### src/pic_pkg.sv
/*
 * package for the prioritized interrupt controller: source indices,
 * edge mode encodings, status word field, acceptance timing and carriers.
 * assumes a single 20 MHz system clock domain.
 */
package pic_pkg;
    // number of maskable sources, indexed in priority order
    localparam int NUM_SRC = 15;
    localparam int SRC_W = 4;
    // source index, lowest index wins (priority 2..16)
    localparam logic [3:0] SRC_EXT0 = 4'h0;
    localparam logic [3:0] SRC_EXT3 = 4'h3;
    localparam logic [3:0] SRC_UART0 = 4'h4;
    localparam logic [3:0] SRC_UART1 = 4'h5;
    localparam logic [3:0] SRC_SIO = 4'h6;
    localparam logic [3:0] SRC_TMR0 = 4'h7;
    localparam logic [3:0] SRC_ADC = 4'hC;
    localparam logic [3:0] SRC_WDWT = 4'hD;
    localparam logic [3:0] SRC_BIT = 4'hE;
    // number of external pins
    localparam int NUM_EXT = 4;
    // master enable position in the status word
    localparam int STATUS_MASTER_BIT = 2;
    // edge mode per pin, two bits each
    localparam logic [1:0] EDGE_NONE = 2'h0;
    localparam logic [1:0] EDGE_FALL = 2'h1;
    localparam logic [1:0] EDGE_RISE = 2'h2;
    localparam logic [1:0] EDGE_BOTH = 2'h3;
    // address of the edge select register, kept for software reference
    localparam logic [7:0] EDGE_SEL_ADDR = 8'hEE;
    // acceptance sequence length in main clock cycles
    localparam int ACCEPT_CYCLES = 8;
    localparam logic [3:0] ACCEPT_LAST = 4'(ACCEPT_CYCLES - 1);
    // shared source discrimination bits
    localparam int SHR_WDT = 0;
    localparam int SHR_WT = 1;
    localparam int SHR_U0RX = 2;
    localparam int SHR_U0TX = 3;
    localparam int SHR_W = 4;

    // request offered to the core
    typedef struct packed {
        logic valid;
        logic [3:0] src;
    } pic_req_type;

    // software write of the request flags
    typedef struct packed {
        logic we;
        logic [14:0] data;
    } pic_flag_wr_type;

    // acceptance sequencer states, gray from idle to done; the return to idle flips both bits
    typedef enum logic [1:0] {
        PIC_IDLE = 2'b00,
        PIC_ACCEPT = 2'b01,
        PIC_DONE = 2'b11
    } pic_state_type;
endpackage

### src/pic_ctrl.sv
/*
 * prioritized interrupt controller: request flags, edge detection on four
 * external pins, per-source enables, master enable gating, fixed priority
 * and an eight cycle acceptance sequence toward the core.
 * assumes peripheral event inputs are one-cycle pulses on i_clk and the
 * external pins are asynchronous; the core owns the status word and
 * clears its master flag when o_clr_iflag pulses.
 */
`timescale 1ns/100ps
module pic_ctrl (
    // clock and reset
    input wire logic i_clk,
    input wire logic i_arst_n,
    // external pins, asynchronous
    input wire logic [3:0] i_ext_pin,
    // edge mode, two bits per pin
    input wire logic [7:0] i_external_edge_select,
    // peripheral event pulses
    input wire logic [4:0] i_timer_match,
    input wire logic i_interval_overflow,
    input wire logic i_conversion_done,
    input wire logic i_watchdog_match,
    input wire logic i_watch_match,
    input wire logic i_uart0_rx_done,
    input wire logic i_uart0_tx_done,
    input wire logic i_uart1_done,
    input wire logic i_sync_serial_done,
    // enables and status word from the core
    input wire logic [14:0] i_enable_flags,
    input wire logic [7:0] i_processor_status_word,
    // software access to flags
    input wire pic_pkg::pic_flag_wr_type i_flag_wr,
    input wire logic [3:0] i_shared_clr,
    // core handshake: start acceptance at instruction end
    input wire logic i_accept_start,
    // outputs
    output logic [14:0] o_request_flags,
    output logic [3:0] o_shared_source_flags,
    output pic_pkg::pic_req_type o_req,
    output logic o_busy,
    output logic o_clr_iflag,
    output logic o_vector_valid,
    output logic [3:0] o_vector_src
);
    // pin synchroniser and last sampled level
    logic [3:0] sync1_ff, sync2_ff, last_ff;
    // warm-up marks: edge history is trusted only once the chain has filled
    logic [2:0] warm_ff;
    logic [14:0] flags_ff, nxt_flags;
    logic [3:0] shared_ff, nxt_shared;
    pic_pkg::pic_state_type state_ff, nxt_state;
    logic [3:0] cnt_ff, nxt_cnt;
    logic [3:0] src_ff, nxt_src;
    logic vec_ff, nxt_vec;
    logic clr_ff, nxt_clr;
    logic [3:0] ext_edge;
    logic [14:0] events;
    logic [14:0] armed;
    logic iflag;

    // priority search: lowest index of a set bit
    function automatic pic_pkg::pic_req_type pick(input logic [14:0] v);
        pic_pkg::pic_req_type r;
        r = '0;
        for (int i = pic_pkg::NUM_SRC - 1; i >= 0; i--) begin
            if (v[i]) begin
                r.valid = 1'b1;
                r.src = 4'(i);
            end
        end
        return r;
    endfunction

    // two-stage pin synchroniser, then a third stage for edge detect
    always_ff @(posedge i_clk or negedge i_arst_n) begin
        if (!i_arst_n) begin
            sync1_ff <= 4'h0;
            sync2_ff <= 4'h0;
            last_ff <= 4'h0;
            warm_ff <= 3'h0;
        end else begin
            sync1_ff <= i_ext_pin;
            sync2_ff <= sync1_ff;
            last_ff <= sync2_ff;
            warm_ff <= {warm_ff[1:0], 1'b1};
        end
    end

    // edge detection per pin according to its mode
    generate
        for (genvar g = 0; g < pic_pkg::NUM_EXT; g++) begin : g_edge
            logic rise, fall;
            // pins idling high would look like a rise just after reset
            assign rise = sync2_ff[g] & ~last_ff[g] & warm_ff[2];
            assign fall = ~sync2_ff[g] & last_ff[g] & warm_ff[2];
            // mode none keeps the pin quiet
            assign ext_edge[g] =
                ((i_external_edge_select[2*g+:2] == pic_pkg::EDGE_RISE) & rise) |
                ((i_external_edge_select[2*g+:2] == pic_pkg::EDGE_FALL) & fall) |
                ((i_external_edge_select[2*g+:2] == pic_pkg::EDGE_BOTH) & (rise | fall));
        end
    endgenerate

    // event vector in priority order
    always_comb begin
        events = {i_interval_overflow,
                  i_watchdog_match | i_watch_match,
                  i_conversion_done,
                  i_timer_match,
                  i_sync_serial_done,
                  i_uart1_done,
                  i_uart0_rx_done | i_uart0_tx_done,
                  ext_edge};
    end

    assign iflag = i_processor_status_word[pic_pkg::STATUS_MASTER_BIT];
    // gating: master, enable and request all needed
    assign armed = flags_ff & i_enable_flags & {pic_pkg::NUM_SRC{iflag}};
    assign o_req = pick(armed);

    // flag next values: software write, acceptance clear, then events win
    always_comb begin
        nxt_flags = flags_ff;
        if (i_flag_wr.we) begin
            nxt_flags = i_flag_wr.data;
        end
        if (vec_ff) begin
            // every source is edge or event activated, so all clear here
            nxt_flags[src_ff] = 1'b0;
        end
        nxt_flags = nxt_flags | events;
        nxt_shared = shared_ff & ~i_shared_clr;
        nxt_shared = nxt_shared | {i_uart0_tx_done, i_uart0_rx_done,
                                   i_watch_match, i_watchdog_match};
    end

    // acceptance sequencer: latch winner, count eight cycles
    always_comb begin
        nxt_state = state_ff;
        nxt_cnt = cnt_ff;
        nxt_src = src_ff;
        nxt_vec = 1'b0;
        nxt_clr = 1'b0;
        case (state_ff)
            pic_pkg::PIC_IDLE: begin
                if (i_accept_start && o_req.valid) begin
                    nxt_state = pic_pkg::PIC_ACCEPT;
                    nxt_src = o_req.src;
                    nxt_cnt = 4'h1;
                    nxt_clr = 1'b1;
                end
            end
            pic_pkg::PIC_ACCEPT: begin
                // last cycle raises the vector strobe
                if (cnt_ff == pic_pkg::ACCEPT_LAST) begin
                    nxt_state = pic_pkg::PIC_DONE;
                    nxt_vec = 1'b1;
                end else begin
                    nxt_cnt = cnt_ff + 4'h1;
                end
            end
            pic_pkg::PIC_DONE: begin
                nxt_state = pic_pkg::PIC_IDLE;
                nxt_cnt = 4'h0;
            end
            default: begin
                nxt_state = pic_pkg::PIC_IDLE;
            end
        endcase
    end

    // register all state
    always_ff @(posedge i_clk or negedge i_arst_n) begin
        if (!i_arst_n) begin
            flags_ff <= 15'h0000;
            shared_ff <= 4'h0;
            state_ff <= pic_pkg::PIC_IDLE;
            cnt_ff <= 4'h0;
            src_ff <= 4'h0;
            vec_ff <= 1'b0;
            clr_ff <= 1'b0;
        end else begin
            flags_ff <= nxt_flags;
            shared_ff <= nxt_shared;
            state_ff <= nxt_state;
            cnt_ff <= nxt_cnt;
            src_ff <= nxt_src;
            vec_ff <= nxt_vec;
            clr_ff <= nxt_clr;
        end
    end

    assign o_request_flags = flags_ff;
    assign o_shared_source_flags = shared_ff;
    assign o_busy = (state_ff != pic_pkg::PIC_IDLE);
    assign o_clr_iflag = clr_ff;
    assign o_vector_valid = vec_ff;
    assign o_vector_src = src_ff;

    // vector strobe comes eight cycles after the accept decision
    a_accept_eight: assert property (@(posedge i_clk) disable iff (!i_arst_n)
        (state_ff == pic_pkg::PIC_IDLE && i_accept_start && o_req.valid)
        |-> ##8 o_vector_valid) else $error("vector not after eight cycles");
    // master clear pulses right after an accept
    a_iflag_clear: assert property (@(posedge i_clk) disable iff (!i_arst_n)
        (state_ff == pic_pkg::PIC_IDLE && i_accept_start && o_req.valid)
        |=> o_clr_iflag) else $error("master flag not cleared");
    // no offer while master flag is clear
    a_master_gate: assert property (@(posedge i_clk) disable iff (!i_arst_n)
        !iflag |-> !o_req.valid) else $error("offer with master clear");
    // offered source is enabled and requested
    a_enable_gate: assert property (@(posedge i_clk) disable iff (!i_arst_n)
        o_req.valid |-> (i_enable_flags[o_req.src] && flags_ff[o_req.src]))
        else $error("offer of disabled source");
    // no armed source beats the offered one
    a_prio_order: assert property (@(posedge i_clk) disable iff (!i_arst_n)
        o_req.valid |-> ((armed & ((15'h0001 << o_req.src) - 15'h0001)) == 15'h0000))
        else $error("lower priority offered");
    // accepted source flag drops unless a new event hits it
    a_flag_clear: assert property (@(posedge i_clk) disable iff (!i_arst_n)
        (o_vector_valid && !events[o_vector_src] && !i_flag_wr.we)
        |=> !flags_ff[$past(o_vector_src)]) else $error("flag not cleared");
    // a conversion done event always leaves its flag set
    a_event_sets: assert property (@(posedge i_clk) disable iff (!i_arst_n)
        i_conversion_done |=> flags_ff[pic_pkg::SRC_ADC]) else $error("event lost");
    // pending flag holds without a clear source
    a_flag_holds: assert property (@(posedge i_clk) disable iff (!i_arst_n)
        (flags_ff[pic_pkg::SRC_BIT] && !i_flag_wr.we && !vec_ff)
        |=> flags_ff[pic_pkg::SRC_BIT]) else $error("pending flag lost");
endmodule

### config.mk
export PLATFORM = sky130hd
export DESIGN_NAME = pic_ctrl
export DESIGN_NICKNAME = d
export VERILOG_FILES = /design/src/pic_pkg.sv /design/src/pic_ctrl.sv
export SDC_FILE = /design/constraint.sdc
export NUM_CORES = 1
export LEC_CHECK = 0
export BUFFER_PORTS_ARGS = -buffer_cell sky130_fd_sc_hd__buf_2
export CAP_MARGIN = 0
export CORE_ASPECT_RATIO = 0.75
export CORE_MARGIN = 8
export CORE_UTILIZATION = 51
export DETAILED_ROUTE_END_ITERATION = 10
export GPL_TIMING_DRIVEN = 0
export PLACE_DENSITY = 0.85
export SYNTH_ARGS = -nofsm -noshare
export SYNTH_HDL_FRONTEND = slang
export SYNTH_SLANG_ARGS = --single-unit
### constraint.sdc
create_clock -name i_clk -period 4.1 [get_ports i_clk]
set_clock_uncertainty 0.05 [all_clocks]
set_input_delay 0.41 -clock i_clk [delete_from_list [all_inputs] [get_ports i_clk]]
set_output_delay 0.41 -clock i_clk [all_outputs]
set_load 0.005 [all_outputs]
### Word-level counts from Yosys, hierarchy flattened

Index checks and enable logic that the tools add are counted.
Widths: inputs -> output; s select.

| storage, ports and cells | value |
|---|---|
| logic and storage cells | 127 |
| input port bits | 71 |
| output and inout port bits | 31 |
| flip-flop bits (word level) | 46 |

| operators by class | value |
|---|---|
| bitwise gates (word level) | 58 |
| mux-type cells | 29 |
| reductions and logical operators | 8 |
| $lt $le $gt $ge | 2 |
| eq/ne operators | 18 |
| add/subtract/negate cells | 1 |

Operator list:

| kind | count |
|---|---|
| $mux 5 | 15 |
| $and 15x15->15 | 3 |
| $mux 15 | 2 |
| $and 1x1->1 | 28 |
| $eq 2x2->1 const B | 9 |
| $not 15->15 | 1 |
| $or 15x15->15 | 1 |
| $or 1x1->1 | 14 |
| $pmux 4 s3 | 1 |
| $eq 2x1->1 const B | 5 |
| $mux 4 | 2 |
| $not 1->1 | 8 |
| $ne 2x2->1 const B | 3 |
| $lt 4x5->1 const B | 1 |
| $mux 1 | 5 |
| $add 4x1->4 const B | 1 |
| $and 4x4->4 | 1 |
| $demux 1 s4 | 1 |
| $eq 4x3->1 const B | 1 |
| $ge 4x1->1 const B | 1 |
| $mux 2 | 2 |
| $not 4->4 | 1 |
| $or 4x4->4 | 1 |
| $pmux 2 s2 | 1 |
| 6 further kinds | 8 |

### Logic depth before layout (Yosys ltp)

Gate-level depths: netlist (run 1).

| depth | value |
|---|---|
| word-level depth | 20 |
| depth in mapped cells | 8 |
| depth with buffers taken out | 7 |

### Worst setup path after synthesis (run 1)

Ideal clock, no wire load.

| path | value |
|---|---|
| path type | register to output |
| start | register flags_ff[10], in the netlist o_request_flags[10] |
| end | output o_req[2] (netlist bit) |
| path buffers | 0 |
| data required time | 3.640 ns |
| arrival | 1.441 ns |
| stages on the path, launching flop included | 5 |
| slack | 2.199 ns |
| cells stage by stage | dfrtp_1 -> a22o_1 -> o21ai_0 -> a21bo_2 -> a21boi_1 |

RTL lines:

| element | line | source |
|---|---|---|
| start, declared | pic_ctrl.sv:49 | `logic [14:0] flags_ff, nxt_flags;` |
| start signal, assigned | pic_ctrl.sv:183 | `flags_ff <= nxt_flags;` |
| end, declared | pic_ctrl.sv:39 | `output pic_pkg::pic_req_type o_req,` |

==> metrics.cfg, run 1 <==
[clock_network]
cts_tree=yes
cts_resized=0
worstSkewPairLatency_ps=300
htree_num_levels=2
cts_setup_buffers=0
numCtsBuffers=5
hold_buffers=0
clk_pin_slew_ps=90
cts.path.max_buffers=2
clock_tree.root_cell=clkbuf_8
clock_sinks=46

[worst_setup_path]
worstSetupPathType=register to primary output
cp_data_arrival_time_ps=2110
r2r_start=o_request_flags[10]
r2r-end=o_vector_src[3]
cp-end-kind=primary output
crit_required_ps=3640
crit_path_cell_trace=a22o_1 > o21ai_0 > a21bo_2 > a21boi_1 > buf_2
max_stage_delay_ps=460
regToRegSetupSlack_ps=2090
slowest_stage=o21ai_0
worst-path-buf-inv=1
cpLargestDelayFamily=compound AO/OA/AOI/OAI gates
worstRegToRegCells=4
worst_setup_path_start_kind=register
cp_max_fo=5

[logic_synthesis]
async_reset_ff_share_pct=100
synth_ff_type=dfrtp_1
syn_inst=219
synth_area_um2=2320
yosysTopAreaCellShare_pct=49.5
synth-seq-area-share_pct=49.5
synth_top_cell_by_area=dfrtp_1
yosysWarnings=0
synthTopCellsByArea=dfrtp_1 (50%), mux2i_1 (6.9%), nand2_1 (3.1%), o21ai_0 (3.0%), a21o_1 (2.6%)
synth-seq-cells=46
ys_types=49
postSynthNetCount=294
synth-edff-count=0
synth_area_per_cell_um2=10.6

[grt]
grt.overflow.total=0
grtUsageTotal_pct=19.6
grt_pass1_wl_um=10600
grt_antenna_before_repair=0
grt_pass1_vias=2189
grt_max_degree=47

[timing]
fmax_mhz=389
fin_crit_sh_pct=62.6
slew-limit-headroom_pct=33.8
period_minus_slack_ps=2570
setup_viol_count_final=0
slew_viol_final=0
tns_ps=0
worst_pin_slew_ps=993
hold_viol=0
rsz0062_at_grt=no
hold_slack_ps=156

[die]
die-area_um2=7000
num_io_pins=102
core_um2=4410
fp.dieH_um=74.5
die_x_um=94.0
start_util_pct=52.7
num_rows=21

[detailed_routing]
route.detailed.drc=0
ant_nets=0
wl_um=6600
dr.first_iter.drc_count=107
via_count=2098
viasPerCell=5.56
routedWlPerCell_um=17.5
dr.pass1.iters=4

[outcome]
status=completed

[final_layout]
syn_to_final_growth_pct=29.0
n_antenna_cell=0
drive_above_1_share_pct=37.8
nets=394
final_area_um2=3000

[place]
port_buffers=93
gp_congestion=0.861
dp.final_hpwl_um=5320
place_area_um2=2860

[worst_hold_path]
hold_end=sync1_ff[1]
hold_path.class=input port to register
whs_path_depth=1
hp-start=i_ext_pin[1]

[pwr]
p_leak_nw=1.49
irDropWorstVdd_uv=338
cellPowerDensity_nw_per_um2=475

[run]
maxCapViolCount=0

## power by group
part	internal [W]	switching (W)	leakage, nW	total, W
Combinational	0.000203	0.000238	0.901	0.000441
Clock	0.000244	0.000159	0.0683	0.000403
Sequential	0.000518	0.0000610	0.524	0.000579
Total	0.000965	0.000458	1.49	0.00142
## final cells by class
type | count | area, um^2
fillers | 361 | 1420
flip-flops and latches | 46 | 1150
multi-input cells | 158 | 1100
repair buffers | 93 | 465
well taps | 57 | 71.3
clock buffers | 5 | 68.8
clock inverters | 3 | 68.8
plain buffers | 7 | 40.0
inverters | 8 | 30.0
## cell usage after synthesis (3+ instances only)
cell / count
mux2i_1: 16
inv_1: 8
mux2_2: 3
a31oi_1: 3
a21o_1: 8
dfrtp_1: 46
nor2_1: 13
ha_1: 4
nor3_1: 4
o31ai_1: 3
or2_2: 3
a21oi_1: 9
nand3b_1: 6
o21bai_1: 8
nand2b_1: 3
a22o_1: 6
nor2b_1: 3
nand2_1: 19
clkbuf_1: 3
o21ai_0: 14
nand3_1: 4
## sequential cells by signal, indices dropped and copies added, names as in the netlist
register	cells
warm_ff	3
last_ff	4
o_clr_iflag	1
o_request_flags	15
cnt_ff	4
sync2_ff	4
sync1_ff	4
state_ff	2
o_shared_source_flags	4
o_vector_valid	1
o_vector_src	4
## routing by layer
metal  vias to the layer above  part of all wire (%)  wire (um)  global-route usage [%]
met5                         -                     0          0                       0
met4                         0                   1.9        127                    7.53
met3                        14                   9.0        594                    5.85
met2                        93                    46       3010                    30.7
met1                       995                    43       2870                    24.9
li1                        996                     -          -                       -
## worst reg2reg max path: stages (launching register included)
cell and delay (ps):
dfrtp_1 420, a22o_1 280, o21ai_0 460, a41oi_2 340, mux2_2 350
## how the worst max path moves through the flow
stage / cells after the start / to / from
3_3_place_gp: 6 / o_req[2] / i_enable_flags[10]
2_1_floorplan: 4 / o_req[2] / o_request_flags[10]
4_1_cts: 5 / o_req[2] / o_request_flags[10]
6_report: 5 / o_req[2] / o_request_flags[10]
5_1_grt: 5 / o_req[2] / o_request_flags[10]
3_5_place_dp: 6 / o_req[2] / i_enable_flags[10]
## cells in the final DEF, fill, tap and decap left out, types with 4 or more instances in the layout
| cell type | instances |
|---|---|
| ha_1 | 4 |
| a21oi_1 | 9 |
| a21o_1 | 8 |
| inv_1 | 8 |
| o21bai_1 | 8 |
| buf_2 | 95 |
| clkbuf_8 | 5 |
| nand2_1 | 19 |
| nand3_1 | 4 |
| nor2_1 | 13 |
| dfrtp_1 | 46 |
| mux2i_1 | 16 |
| a22o_1 | 6 |
| nand3b_1 | 6 |
| nor3_1 | 4 |
| o21ai_0 | 14 |
## logic make-up after synthesis
logic type               Yosys count  synth area share [%]
AO/OA/AOI/OAI                     67                  21.9
multiplexers                      19                  8.34
buffers and inverters             15                  3.01
AND/OR/NAND/NOR                   67                  14.9
flip-flops                        46                  49.5
other                              1                 0.161
adder cells (fa/ha/maj)            4                  2.15
## through the flow
step | total power [W] | cells | utilization, % | setup WS [ps]
3_3_place_gp | 0.00100 | 369 | 64.8 | 1830
6_report | 0.00142 | 377 | 67.9 | 1530
4_1_cts | 0.00143 | 377 | 67.9 | 1520
2_1_floorplan | 0.000857 | 219 | - | 2200
5_1_grt | 0.00151 | 377 | 67.9 | 1380
3_5_place_dp | 0.00103 | 369 | 64.8 | 1770
Note: power is estimated with default switching activity, not from simulation.
==> run 2: changes to the inputs <==
--- a/config.mk
+++ b/config.mk
@@ -9,10 +9,10 @@
 export CAP_MARGIN = 0
 export CORE_ASPECT_RATIO = 0.75
 export CORE_MARGIN = 8
-export CORE_UTILIZATION = 51
+export CORE_UTILIZATION = 47
 export DETAILED_ROUTE_END_ITERATION = 10
 export GPL_TIMING_DRIVEN = 0
-export PLACE_DENSITY = 0.85
+export PLACE_DENSITY = 0.79
 export SYNTH_ARGS = -nofsm -noshare
 export SYNTH_HDL_FRONTEND = slang
 export SYNTH_SLANG_ARGS = --single-unit
==> constraint.sdc (replaced) <==
create_clock -name i_clk -period 2.4 [get_ports i_clk]
set_clock_uncertainty 0.05 [all_clocks]
set_input_delay 0.24 -clock i_clk [delete_from_list [all_inputs] [get_ports i_clk]]
set_output_delay 0.24 -clock i_clk [all_outputs]
set_load 0.005 [all_outputs]
==> run 2 against run 1 <==
Compared with the run above: critical path depth unchanged; worst hold slack got worse by 110 ps; largest power group unchanged; sequential share of layout area decreased by 0.21 points; flip-flop and latch count unchanged; clock power increased by 42%; first-iteration DRC count decreased by 49%; highest routed layer unchanged; critical path type unchanged.
==> metrics.cfg, run 2 (synthesis results as in run 1) <==
[outcome]
status=completed

[die]
core_um2=4820
die-area_um2=7480
die_x_um=97.2
fp.dieH_um=76.9
num_io_pins=102
num_rows=22
start_util_pct=48.3

[timing]
hold_viol=0
worst_pin_slew_ps=1010
tns_ps=0
period_minus_slack_ps=2170
fmax_mhz=461
slew-limit-headroom_pct=32.9
setup_viol_count_final=0
rsz0062_at_grt=no
slew_viol_final=0
fin_crit_sh_pct=90.4

[clock_network]
cts.path.max_buffers=2
clk_pin_slew_ps=90
cts_tree=yes
htree_num_levels=2
clock_sinks=46
clock_tree.root_cell=clkbuf_8
numCtsBuffers=5
worstSkewPairLatency_ps=290

[detailed_routing]
ant_nets=0
routedWlPerCell_um=16.0
wl_um=6160
via_count=2004
dr.first_iter.drc_count=55
dr.pass1.iters=4
route.detailed.drc=0
viasPerCell=5.22

[pwr]
irDropWorstVdd_uv=414
cellPowerDensity_nw_per_um2=763
p_leak_nw=1.49

[final_layout]
multi_input_area_um2=1100
final_common_cell=buf_2
drive_above_1_share_pct=37.0
n_antenna_cell=0
layout.area.seq_um2=1150
largest_reg_flops=15
nets=398
final_cell_mix=buf_2 (95), dfrtp_1 (46), nand2_1 (19), mux2i_1 (16)
final_area_um2=3020
syn_to_final_growth_pct=29.7
fillers=408

[worst_setup_path]
worst_setup_path_start_kind=register
regToRegSetupSlack_ps=420
r2r_start=o_request_flags[7]
r2r-end=cnt_ff[2]
cp_data_arrival_time_ps=1880
cp_max_fo=5
worstSetupPathType=register to primary output
worstRegToRegCells=6
crit_required_ps=2110
cp-end-kind=primary output
startpoint=o_request_flags[10]

[grt]
grt_antenna_before_repair=0
grtUsageTotal_pct=16.5
grt_pass1_wl_um=10100
grt_pass1_vias=2075
grt.overflow.total=0
grt_max_degree=47

[place]
port_buffers=93
place_area_um2=2870
gp_congestion=0.790
dp.final_hpwl_um=4900

[run]
maxCapViolCount=0

[worst_hold_path]
hold_path.class=input port to async pin

-- run 2: cell types whose count changed in the layout (fill, tap and decap cells not counted) --
cell           previous run  this run
dlygate4sd3_1             0         4
clkinvlp_4                0         1
clkbuf_1                  3         4
clkinv_4                  1         0
o21ai_0                  14        13
o21ai_1                   0         1
bufinv_16                 2         1
-- run 2: metal layers --
layer	share of wire, %	wire (um)	track usage, %
met1	43	2670	20.4
met2	46	2810	26.2
met3	10	642	6.62
met4	0.71	44	4.37
met5	0	0	0
-- run 2: area by class of cell --
class	count	share of cell area (%)
inverters	8	0.996
repair buffers	97	16.8
plain buffers	7	1.33
multi-input cells	158	36.6
clock buffers	6	2.41
clock inverters	2	1.24
well taps	60	2.49
flip-flops and latches	46	38.2
-- run 2: through the flow --
stage                     util, %  worst slack [ps]  power, W  std cells  hold WS, ps
after global routing         62.6              91.2   0.00246        384         75.9
after floorplan                 -               559   0.00146        219         -106
final                        62.6               230   0.00230        384         49.8
after global placement       59.5               425   0.00172        372          281
after detailed placement     59.5               399   0.00174        372          288
after CTS                    62.6              65.8   0.00232        384         77.9
-- run 2: repair_timing --
| action | in CTS | in global routing |
|---|---|---|
| endpoints found under the setup margin | 0 | 1 |
| endpoints found under the hold margin | 4 | 0 |
| hold buffers | 4 | 0 |
| resized for setup | 0 | 1 |
| buffers inserted | 0 | 0 |
-- run 2: how the worst max path moves through the flow --
stage	to	slack (ps)	cells past startpoint
after floorplan	cnt_ff[2]	560	6
after global placement	o_req[2]	430	5
after detailed placement	o_req[2]	400	5
after CTS	o_req[2]	70	5
after global routing	o_req[2]	90	5
final	o_req[2]	230	5
-- run 2: worst max-delay path: stages, from the launching register on --
cell and delay (ps):
dfrtp_1 430, a22o_1 260, o21ai_1 310, a21bo_2 260, a21boi_1 180, buf_2 150
-- run 2: where the power goes --
part	internal [W]	leakage, nW	switching [W]
Sequential	0.000885	0.524	0.000110
Clock	0.000311	0.0514	0.000261
Combinational	0.000350	0.918	0.000382
==> run 3: changes to the inputs <==
--- a/config.mk
+++ b/config.mk
@@ -12,7 +12,8 @@
 export CORE_UTILIZATION = 47
 export DETAILED_ROUTE_END_ITERATION = 10
 export GPL_TIMING_DRIVEN = 0
-export PLACE_DENSITY = 0.79
+export HOLD_SLACK_MARGIN = 0.08
+export PLACE_DENSITY = 0.82
 export SYNTH_ARGS = -nofsm -noshare
 export SYNTH_HDL_FRONTEND = slang
 export SYNTH_SLANG_ARGS = --single-unit
==> run 3 against run 2 <==
Compared with the run above: clock-buffer cell count decreased by 1; sequential share of layout area decreased by 0.58 points; non-clock buffer count up 6; critical path depth is the same; critical path type unchanged; largest cell class unchanged; highest routed layer is now met5.
==> metrics.cfg, run 3 (synthesis results as in run 1) <==
[outcome]
status=completed

[pwr]
p_leak_nw=1.51
switching_share_pct=34.9
p_int_w=0.00145
power_switching_w=0.000779
p_comb_share_pct=33.3
irDropWorstVdd_uv=441
clockPowerShare_pct=21.9
p_seq_share_pct=44.8
cellPowerDensity_nw_per_um2=729

[timing]
fmax_mhz=459
period_minus_slack_ps=2180
setup_viol_count_final=0
slew-limit-headroom_pct=32.5
rsz0062_at_grt=no
tns_ps=0
hold_viol=0
worst_pin_slew_ps=1010
slew_viol_final=0
fin_crit_sh_pct=90.8

[detailed_routing]
dr.pass1.iters=4
dr.first_iter.drc_count=82
ant_nets=0
routedWlPerCell_um=16.3
route.detailed.drc=0
wl_um=6380
via_count=2080
viasPerCell=5.32

[grt]
grt_pass1_vias=2152
grt_pass1_wl_um=10500
grt_antenna_before_repair=2
grtUsageTotal_pct=17.0
grt_max_degree=47
grt.overflow.total=0

[clock_network]
clock_tree.root_cell=clkbuf_8
clk_pin_slew_ps=90
htree_num_levels=2
worstSkewPairLatency_ps=300
numCtsBuffers=5
cts_tree=yes
clock_sinks=46
cts.path.max_buffers=2

[final_layout]
drive_above_1_share_pct=36.7
nets=404
syn_to_final_growth_pct=31.7
final_cell_mix=buf_2 (95), dfrtp_1 (46), nand2_1 (19), mux2i_1 (16)
fillers=420
final_common_cell=buf_2
final_area_um2=3060
largest_reg_flops=15

[die]
core_um2=4820
fp.dieH_um=76.9
die-area_um2=7480
die_x_um=97.2
num_rows=22
num_io_pins=102
start_util_pct=48.3

[run]
maxCapViolCount=0

[worst_setup_path]
worstSetupPathType=register to primary output
cp-end-kind=primary output
crit_required_ps=2110
cp_data_arrival_time_ps=1890
cp_max_fo=5
worst_setup_path_start_kind=register

[place]
gp_congestion=0.797
dp.final_hpwl_um=5010
place_area_um2=2870
port_buffers=93

[worst_hold_path]
hold_path.class=input port to async pin

-- run 3: layer usage --
layer	wire length, um	vias to the layer above	track usage, %
li1	-	1012	-
met1	2810	982	20.7
met2	2930	80	27.4
met3	597	4	7.25
met4	34	2	3.62
met5	13	-	0
-- run 3: path summary, 6_finish.rpt --
kind | startpoint | to | slack, ps | depth (start not counted)
max in group asynchronous | i_arst_n | last_ff[0] | 1610 | 1
hold reg to reg | sync1_ff[2] | sync2_ff[2] | 310 | 0
hold / removal | i_arst_n | o_clr_iflag | 50 | 1
min in group i_clk | i_uart0_tx_done | o_shared_source_flags[3] | 90 | 2
setup / recovery | o_request_flags[10] | o_req[2] | 220 | 5
setup reg to reg | o_request_flags[5] | cnt_ff[2] | 430 | 6
-- run 3: power by group through the flow --
stage	Sequential, W	Combinational, W	Clock, W
finish	0.000999	0.000743	0.000489
global route	0.00102	0.000824	0.000542
CTS	0.000996	0.000744	0.000510
detailed placement	0.00101	0.000734	0
global placement	0.00100	0.000710	0
floorplan	0.000989	0.000475	0
-- run 3: stage by stage --
stage	power (W)	worst slack [ps]	instances	hold WS [ps]	utilization, %
floorplan	0.00146	559	219	-106	-
CTS	0.00225	64.6	388	80.3	63.1
global route	0.00238	115	391	81.3	63.6
finish	0.00223	220	391	45.9	63.6
global placement	0.00171	426	372	282	59.5
detailed placement	0.00174	410	372	287	59.5
-- run 3: area by class of cell --
class,count,area (um^2),share of cell area [%]
tap,60,75.1,2.45
timing repair buffer,103,566,18.5
buffer,7,40.0,1.31
multi-input combinational,158,1100,36.0
clock inverter,3,25.0,0.817
sequential,46,1150,37.6
inverter,8,30.0,0.981
antenna,1,2.50,0.0817
clock buffer,5,68.8,2.25
-- run 3: repair_timing --
| action | 4_1_cts | 5_1_grt |
|---|---|---|
| buffers inserted | 0 | 0 |
| gates resized for setup | 0 | 1 |
| endpoints found under the hold margin | 8 | 2 |
| setup endpoints to repair | 0 | 1 |
| hold buffers | 8 | 2 |
-- run 3: worst max-delay path: stages (launching register included) --
cell and delay [ps]:
dfrtp_1 420, a22o_1 260, o21ai_1 310, a21bo_2 260, a21boi_1 190, buf_2 150
